===== src/otss_pkg.sv =====
// Package with selection codes, widths and reset values for the output terminal selector.
package otss_pkg;
    localparam int SEL_W = 6;
    localparam int VAL_W = 16;
    localparam logic [5:0] SEL_NONE      = 6'h00;
    localparam logic [5:0] SEL_FREQ1     = 6'h1a;
    localparam logic [5:0] SEL_FREQ2     = 6'h1b;
    localparam logic [5:0] SEL_CUR1      = 6'h1c;
    localparam logic [5:0] SEL_CUR2      = 6'h1d;
    localparam logic [5:0] SEL_TIMER     = 6'h1e;
    localparam logic [5:0] SEL_AIN_OOW   = 6'h1f;
    localparam logic [5:0] SEL_LOAD_OFF  = 6'h20;
    localparam logic [5:0] SEL_REVERSE   = 6'h21;
    localparam logic [5:0] SEL_ZERO_CUR  = 6'h22;
    localparam logic [5:0] SEL_HS_TEMP   = 6'h23;
    localparam logic [5:0] SEL_SOFT_LIM  = 6'h24;
    localparam logic [5:0] SEL_LOW_LIM   = 6'h25;
    localparam logic [5:0] SEL_ALARM_RUN = 6'h26;
    localparam logic [5:0] SEL_RESERVED  = 6'h27;
    localparam logic       OUT_RESET     = 1'b0;

    // Detector indications that arrive from the drive core.
    typedef struct packed {
        logic freq_one_reached;
        logic freq_two_reached;
        logic current_one_reached;
        logic current_two_reached;
        logic zero_current;
        logic soft_current_limit;
    } otss_detect_t;

    // Drive state levels.
    typedef struct packed {
        logic running;
        logic load_off;
        logic reverse;
        logic at_lower_limit;
        logic fault_active;
        logic fault_keeps_running;
    } otss_drive_t;
endpackage


===== src/otss_selector.sv =====
// Multifunction digital output terminal selector for codes 0 and 26 to 39.
// What this block does
// - Code zero keeps the terminal OFF.
// - Codes 26-29, 34, 36 follow their detectors.
// - Code 30 ON when enabled, running and run time reaches setting.
// - Code 31 ON when analog input leaves window.
// - Code 32 ON while in load-off state.
// - Code 33 ON while running in reverse.
// - Code 35 ON when heatsink reaches threshold.
// - Code 37 ON at lower limit or stopped.
// - Code 38 alarm on fault that keeps running.
module otss_selector #(
    parameter int VAL_W = otss_pkg::VAL_W
) (
    input  wire logic                        clk,
    input  wire logic                        rst_n,
    input  wire logic [otss_pkg::SEL_W-1:0]  function_select,
    input  wire otss_pkg::otss_detect_t      detect,
    input  wire otss_pkg::otss_drive_t       drive,
    input  wire logic                        run_timer_function_select,
    input  wire logic [VAL_W-1:0]            run_elapsed_time,
    input  wire logic [VAL_W-1:0]            run_timer_setting,
    input  wire logic [VAL_W-1:0]            first_analog_input,
    input  wire logic [VAL_W-1:0]            analog_one_upper_protect_limit,
    input  wire logic [VAL_W-1:0]            analog_one_lower_protect_limit,
    input  wire logic [VAL_W-1:0]            heatsink_temp_reading,
    input  wire logic [VAL_W-1:0]            module_temp_arrival_threshold,
    output logic                             terminal_on
);
    logic timer_reached;
    logic temp_reached;
    logic ain_over;
    logic ain_under;
    logic ain_oow;
    logic stopped;
    logic select_on;
    logic out_reg;
    logic out_next;

    // Shared comparator instances for the threshold conditions.
    otss_cmp #(.W(VAL_W)) u_timer (
        .value       (run_elapsed_time),
        .limit       (run_timer_setting),
        .at_or_above (timer_reached)
    );
    otss_cmp #(.W(VAL_W)) u_temp (
        .value       (heatsink_temp_reading),
        .limit       (module_temp_arrival_threshold),
        .at_or_above (temp_reached)
    );

    // Window check is strict on both sides: equal to a limit stays inside.
    assign ain_over  = (first_analog_input > analog_one_upper_protect_limit);
    assign ain_under = (first_analog_input < analog_one_lower_protect_limit);
    assign ain_oow   = ain_over | ain_under;
    assign stopped   = ~drive.running;

    // Choose the condition named by the selection code.
    always_comb begin
        select_on = 1'b0;
        case (function_select)
            otss_pkg::SEL_NONE:      select_on = 1'b0;
            otss_pkg::SEL_FREQ1:     select_on = detect.freq_one_reached;
            otss_pkg::SEL_FREQ2:     select_on = detect.freq_two_reached;
            otss_pkg::SEL_CUR1:      select_on = detect.current_one_reached;
            otss_pkg::SEL_CUR2:      select_on = detect.current_two_reached;
            otss_pkg::SEL_TIMER:     select_on = run_timer_function_select & drive.running & timer_reached;
            otss_pkg::SEL_AIN_OOW:   select_on = ain_oow;
            otss_pkg::SEL_LOAD_OFF:  select_on = drive.load_off;
            otss_pkg::SEL_REVERSE:   select_on = drive.running & drive.reverse;
            otss_pkg::SEL_ZERO_CUR:  select_on = detect.zero_current;
            otss_pkg::SEL_HS_TEMP:   select_on = temp_reached;
            otss_pkg::SEL_SOFT_LIM:  select_on = detect.soft_current_limit;
            otss_pkg::SEL_LOW_LIM:   select_on = drive.at_lower_limit | stopped;
            otss_pkg::SEL_ALARM_RUN: select_on = drive.fault_active & drive.fault_keeps_running;
            default:                 select_on = 1'b0;
        endcase
    end

    // The terminal is registered so it never glitches while the code changes.
    always_comb begin
        out_next = select_on;
    end

    always_ff @(posedge clk or negedge rst_n) begin
        if (!rst_n) begin
            out_reg <= otss_pkg::OUT_RESET;
        end else begin
            out_reg <= out_next;
        end
    end

    assign terminal_on = out_reg;
endmodule


===== src/otss_cmp.sv =====
// Threshold comparator: flags a value at or above a limit.
module otss_cmp #(
    parameter int W = 16
) (
    input  wire logic [W-1:0] value,
    input  wire logic [W-1:0] limit,
    output logic              at_or_above
);
    // Plain unsigned comparison; both sides share one scale.
    assign at_or_above = (value >= limit);
endmodule


===== config.mk =====
export PLATFORM = sky130hd
export DESIGN_NAME = otss_selector
export DESIGN_NICKNAME = d
export VERILOG_FILES = /design/src/otss_pkg.sv /design/src/otss_selector.sv /design/src/otss_cmp.sv
export SDC_FILE = /design/constraint.sdc
export NUM_CORES = 1
export LEC_CHECK = 0
export ABC_AREA = 0
export BUFFER_PORTS_ARGS = -buffer_cell sky130_fd_sc_hd__buf_4
export CAP_MARGIN = 10
export CORE_MARGIN = 10
export CORE_UTILIZATION = 40
export CTS_BUF_LIST = sky130_fd_sc_hd__clkbuf_4
export DETAILED_ROUTE_END_ITERATION = 7
export PLACE_DENSITY = 0.86
export SYNTH_ARGS = -nofsm -noshare
export SYNTH_HDL_FRONTEND = slang
export SYNTH_HIERARCHICAL = 1
export SYNTH_SLANG_ARGS = --single-unit

===== constraint.sdc =====
create_clock -name clk -period 1.55 [get_ports clk]
set_clock_uncertainty 0.2 [all_clocks]
set_input_delay 0.0775 -clock clk [delete_from_list [all_inputs] [get_ports clk]]
set_output_delay 0.0775 -clock clk [all_outputs]
set_load 0.01 [all_outputs]

==> flow_summary.yaml, run 1 <==
run_status:
  status: "complete, but fails checks"
  violations: "setup timing"
power:
  clock_power_share_pct: 0
  p_sw_w: 0.0002872
  ir_worst_vdd_v: 0.0001483
  p_leak_nw: 1.824
  p_sw_share_pct: 37.09
  cellInternalPower_w: 0.0004872
  pwr-share-seq_pct: 3.9
  power_density_nw_per_um2: 251.0
  comb_power_share_pct: 96.1
placed_design:
  place_area_um2: 3008
  port_buffers: 133
  hpwl_mm: 6.258
  numPlacedInstances: 444
  globalplace.congestion: 0.8692
sta:
  finalCritPeriodShare_pct: 159.1
  hold_ws_ps: 213.1
  slew_violations: 0
  finalSetupTns_ps: -916.3
  timing.fmax_mhz: 405.5
  rsz0062_at_grt: "true"
  setup_ws_ps: -916.3
  final-hold-violation-count: 0
  layout_min_cycle_time_ps: 2466
  setup_violations: 1
  worstMarginPinSlew_ps: 398.2
  max-slew-margin-rel_pct: 72.77
logic_synthesis:
  ys.flop_type: "dfrtp_1"
  ys_ff_latch: 1
  synth_compound_area_share_pct: 18.58
  syn_area_um2: 1758
  synth_cells: 237
  synth-edff-count: 0
  async_flop_share_pct: 100.0
  synth_top_family_by_area: "adder cells"
  synth.avg_cell_area_um2: 7.417
  synth_simple_gate_area_share_pct: 18.36
  yosysWarningCount: 6
  yosysUniqueCellTypes: 34
  synth_fa_ha_area_share_pct: 44.84
  yosysSeqAreaShare_pct: 1.423
  ys_top_cells_by_area: "ha_1 (45%), inv_1 (14%), a21oi_1 (6.5%)"
  synthXorXnorAreaFrac_pct: 0
  synth_top_area_cell: "ha_1"
  syn_nets: 433
  synthDominantCellAreaShare_pct: 44.84
  synthMuxAreaShare_pct: 2.491
setup_path:
  crit_path_end_kind: "flip-flop"
  worstPathRequired_ps: 1220
  crit_chain: "buf_8 -> ha_4 -> nand2b_4 -> a2111oi_4 -> or4_1 -> o211ai_1 -> mux4_2 -> a221o_1 -> a221o_1"
  slowest_delay_ps: 490
  crit_arrival_ps: 2140
  crit_fanout: 1
  crit_top_cell: "a221o_1"
  slowest_stage: "mux4_2"
  worst-setup-path-type: "in2reg"
  cp-start-kind: "input pin"
final_layout:
  multi_input_area_um2: 1554
  n_antenna_cell: 0
  largest_reg_flops: 1
  fillerInstances: 374
  regArea_um2: 25.02
  finish.utilization_pct: 71.85
  design_area_um2: 3085
  area_growth_syn_to_layout_pct: 75.52
  layout-drive-gt1-share_pct: 43.77
  final_cells: 445
  layout.nets: 591
floorplanning:
  coreArea_um2: 4294
  dieArea_um2: 7447
  die_w_um: 86.30
  rows: 24
  ios: 134
  initial_core_util_pct: 40.94
  die_height_um: 86.30
route:
  ant_nets: 0
  drc: 0
  firstDrtPassIters: 4
  via_per_inst: 5.009
  drt_wl_total_mm: 6.624
  drt_iter0_markers: 34
  via_count: 2229
  avgRoutedWirePerCell_um: 14.89
global_route:
  grt_pass1_wl_mm: 11.01
  first_global_vias: 2486
  grt.total_usage_pct: 17.27
  antenna_found_initial: 0
  grt_max_degree: 7
  overflow: 0
job:
  max_cap_viol_count: 0
worst_hold_path:
  hold_class: "in2async"
cts:
  clkSlewWorstSetupHoldPaths_ps: 0
## critical path: cells and delay by family
kind | cells | cell delay, ps
and+or+nand+nor | 2 | 290
buffers and inverters | 1 | 100
muxes | 1 | 490
AOI/OAI and AO/OA | 4 | 960
adders and majority gates | 1 | 220
## cells in the mapped netlist (all sizes together), types with 2 or more instances
master,count
a21o,3
nand2b,3
o21ai,9
a211oi,3
a2111oi,3
nor2,7
nor4,2
nand4,6
inv,64
or4,2
nand3,5
and4b,3
nor3,5
ha,63
o211ai,3
and4,5
nand2,10
nand3b,2
a21oi,23
a221o,3
## timing repair
action,4_1_cts,5_1_grt
hold endpoints to repair,1,0
endpoints found under the setup margin,1,1
setup buffers,0,0
pin swaps,3,2
gates resized for setup,9,5
hold buffers,1,0
gates cloned,0,0
## placed cells by master, fill, tap and decap left out, types with 3 or more instances in the layout
master,count
nand4_1,4
nor2_1,7
and4b_2,3
nor3_1,5
buf_4,154
nand3_1,5
o21ai_0,8
nand2_1,10
a221o_1,3
o211ai_1,3
a21o_1,3
a21oi_1,22
ha_4,3
inv_1,62
ha_1,60
and4_1,5
## metrics by stage
stage          total power [W]  worst slack [ps]
4_1_cts              0.0007703            -965.8
2_1_floorplan        0.0003307            -751.8
3_5_place_dp         0.0007432             -1051
5_1_grt              0.0008776             -1034
6_report             0.0007744            -916.3
3_3_place_gp         0.0007119             -1017
## layer usage
layer | share of wire, % | global-route usage [%]
met5 | 0 | 0
met3 | 10 | 6.285
met1 | 37 | 17.61
met2 | 52 | 33.67
met4 | 0.80 | 1.473
## final cells by class
cell class,instances,share of cell area (%)
inverter,64,7.948
multi-input combinational,171,50.36
sequential,1,0.8110
tap,52,2.109
timing repair buffer,157,38.77
## path summary, 6_finish.rpt
kind | start | to | slack (ps) | depth (start not counted)
worst max-delay path | module_temp_arrival_threshold[0] | terminal_on$_DFF_PN0_ | -920 | 9
worst min-delay path | rst_n | terminal_on$_DFF_PN0_ | 210 | 2
max in group asynchronous | rst_n | terminal_on$_DFF_PN0_ | 850 | 2
min in group clk | function_select[2] | terminal_on$_DFF_PN0_ | 230 | 3
## logic make-up (layout without fill, tap and decap cells)
group	Yosys count	after routing
muxes	3	3
AOI/OAI and AO/OA	52	52
and+or+nand+nor	53	53
adders and majority gates	63	63
buffers and inverters	65	221
DFF	1	1
## power by group through the flow
stage	Combinational (W)	Clock, W	Sequential, W
5_1_grt	0.000848	0	0.0000300
4_1_cts	0.000740	0	0.0000299
2_1_floorplan	0.000300	0	0.0000305
3_5_place_dp	0.000713	0	0.0000299
6_report	0.000744	0	0.0000300
3_3_place_gp	0.000682	0	0.0000297
(Power assumes the default switching activity.)
==> run 2, diff against run 1 <==
- PLACE_DENSITY: 0.86 -> 0.78
==> flow_summary.yaml, run 2 (synthesis gave the netlist of run 1 again) <==
run_status:
  status: "complete, but fails checks"
  violations: "setup timing"
placed_design:
  port_buffers: 133
  pre_cts_ws_ps: -1007
  hpwl_mm: 6.196
  globalplace.congestion: 0.8807
  place_area_um2: 3000
global_route:
  antenna_found_initial: 0
  grt_pass1_wl_mm: 10.54
  grt_max_degree: 8
  first_global_vias: 2474
  overflow: 0
  grt.total_usage_pct: 16.47
sta:
  final-hold-violation-count: 0
  worstMarginPinSlew_ps: 500.9
  rsz0062_at_grt: "true"
  timing.fmax_mhz: 409.6
  max-slew-margin-rel_pct: 65.74
  layout_min_cycle_time_ps: 2442
  setup_ws_ps: -891.6
  setup_violations: 1
  slew_violations: 0
  finalSetupTns_ps: -891.6
  finalCritPeriodShare_pct: 157.5
route:
  avgRoutedWirePerCell_um: 14.66
  via_per_inst: 5.034
  firstDrtPassIters: 4
  drt_iter0_markers: 29
  ant_nets: 0
  via_count: 2235
  drc: 0
  drt_wl_total_mm: 6.509
final_layout:
  largest_reg_flops: 1
  final_common_cell: "buf_4"
  layout.nets: 590
  design_area_um2: 3062
  layout-drive-gt1-share_pct: 43.37
  area_growth_syn_to_layout_pct: 74.16
  layout_common_cells: "buf_4 (153), inv_1 (62), ha_1 (61)"
  n_antenna_cell: 0
power:
  p_leak_nw: 1.817
  ir_worst_vdd_v: 0.0001311
  power_density_nw_per_um2: 247.9
floorplanning:
  die_w_um: 86.30
  dieArea_um2: 7447
  initial_core_util_pct: 40.94
  coreArea_um2: 4294
  ios: 134
  die_height_um: 86.30
  rows: 24
setup_path:
  crit_arrival_ps: 2120
  cp-start-kind: "input pin"
  crit_path_end_kind: "flip-flop"
  worst-setup-path-type: "in2reg"
  worstPathRequired_ps: 1220
  crit_fanout: 1
worst_hold_path:
  hold_class: "in2async"
job:
  max_cap_viol_count: 0
cts:
  clkSlewWorstSetupHoldPaths_ps: 0
==> run 2: area by class of cell <==
type / instances / area (um^2)
Multi-Input combinational cell: 171 / 1541
Fill cell: 370 / 1232
Timing Repair Buffer: 156 / 1185
Inverter: 64 / 245.2
Tap cell: 52 / 65.06
Sequential cell: 1 / 25.02
==> run 2: timing repair <==
item                                    4_1_cts  5_1_grt
setup buffers                                 0        0
hold buffers                                  1        0
endpoints found under the hold margin         1        0
cloned                                        0        0
pin swaps                                     1        2
endpoints found under the setup margin        1        1
gates resized for setup                       9        3
==> run 2: path summary, 6_finish.rpt <==
path                                                   from               endpoint  slack [ps]
max in group asynchronous                             rst_n  terminal_on$_DFF_PN0_         840
min in group clk                         function_select[2]  terminal_on$_DFF_PN0_         230
worst min-delay path                                  rst_n  terminal_on$_DFF_PN0_         230
worst max-delay path       module_temp_arrival_threshold[0]  terminal_on$_DFF_PN0_        -890
==> run 2: worst max-delay path, stage by stage <==
cell	delay, ps
buf_6	100
ha_4	220
nand2b_4	140
a2111oi_4	270
or4_1	140
o211ai_1	80
mux4_2	470
a221o_1	320
a221o_1	310
==> run 2: report_power, final <==
part	switching [W]	leakage, nW	internal (W)	total, W
Combinational	0.000278	1.80	0.000452	0.000729
Sequential	0.000000991	0.0126	0.0000288	0.0000297
Clock	0	0	0	0
Total	0.000279	1.82	0.000480	0.000759
==> run 2: per-stage QoR <==
stage	hold WS, ps	total power, W	util, %	cells
6_report	230.0	0.0007590	71.30	444
5_1_grt	262.3	0.0008527	71.30	444
4_1_cts	228.1	0.0007612	71.21	444
3_5_place_dp	-344.5	0.0007342	69.87	443
3_3_place_gp	-346.2	0.0007100	69.87	443
2_1_floorplan	-418.1	0.0003307	-	237
==> run 2: metal layers <==
layer / GRT usage (%) / up-vias / routed length [um]
li1: - / 1160 / -
met1: 15.92 / 994 / 2405
met2: 32.39 / 75 / 3366
met3: 6.567 / 6 / 670
met4: 2.356 / 0 / 66
met5: 0 / - / 0
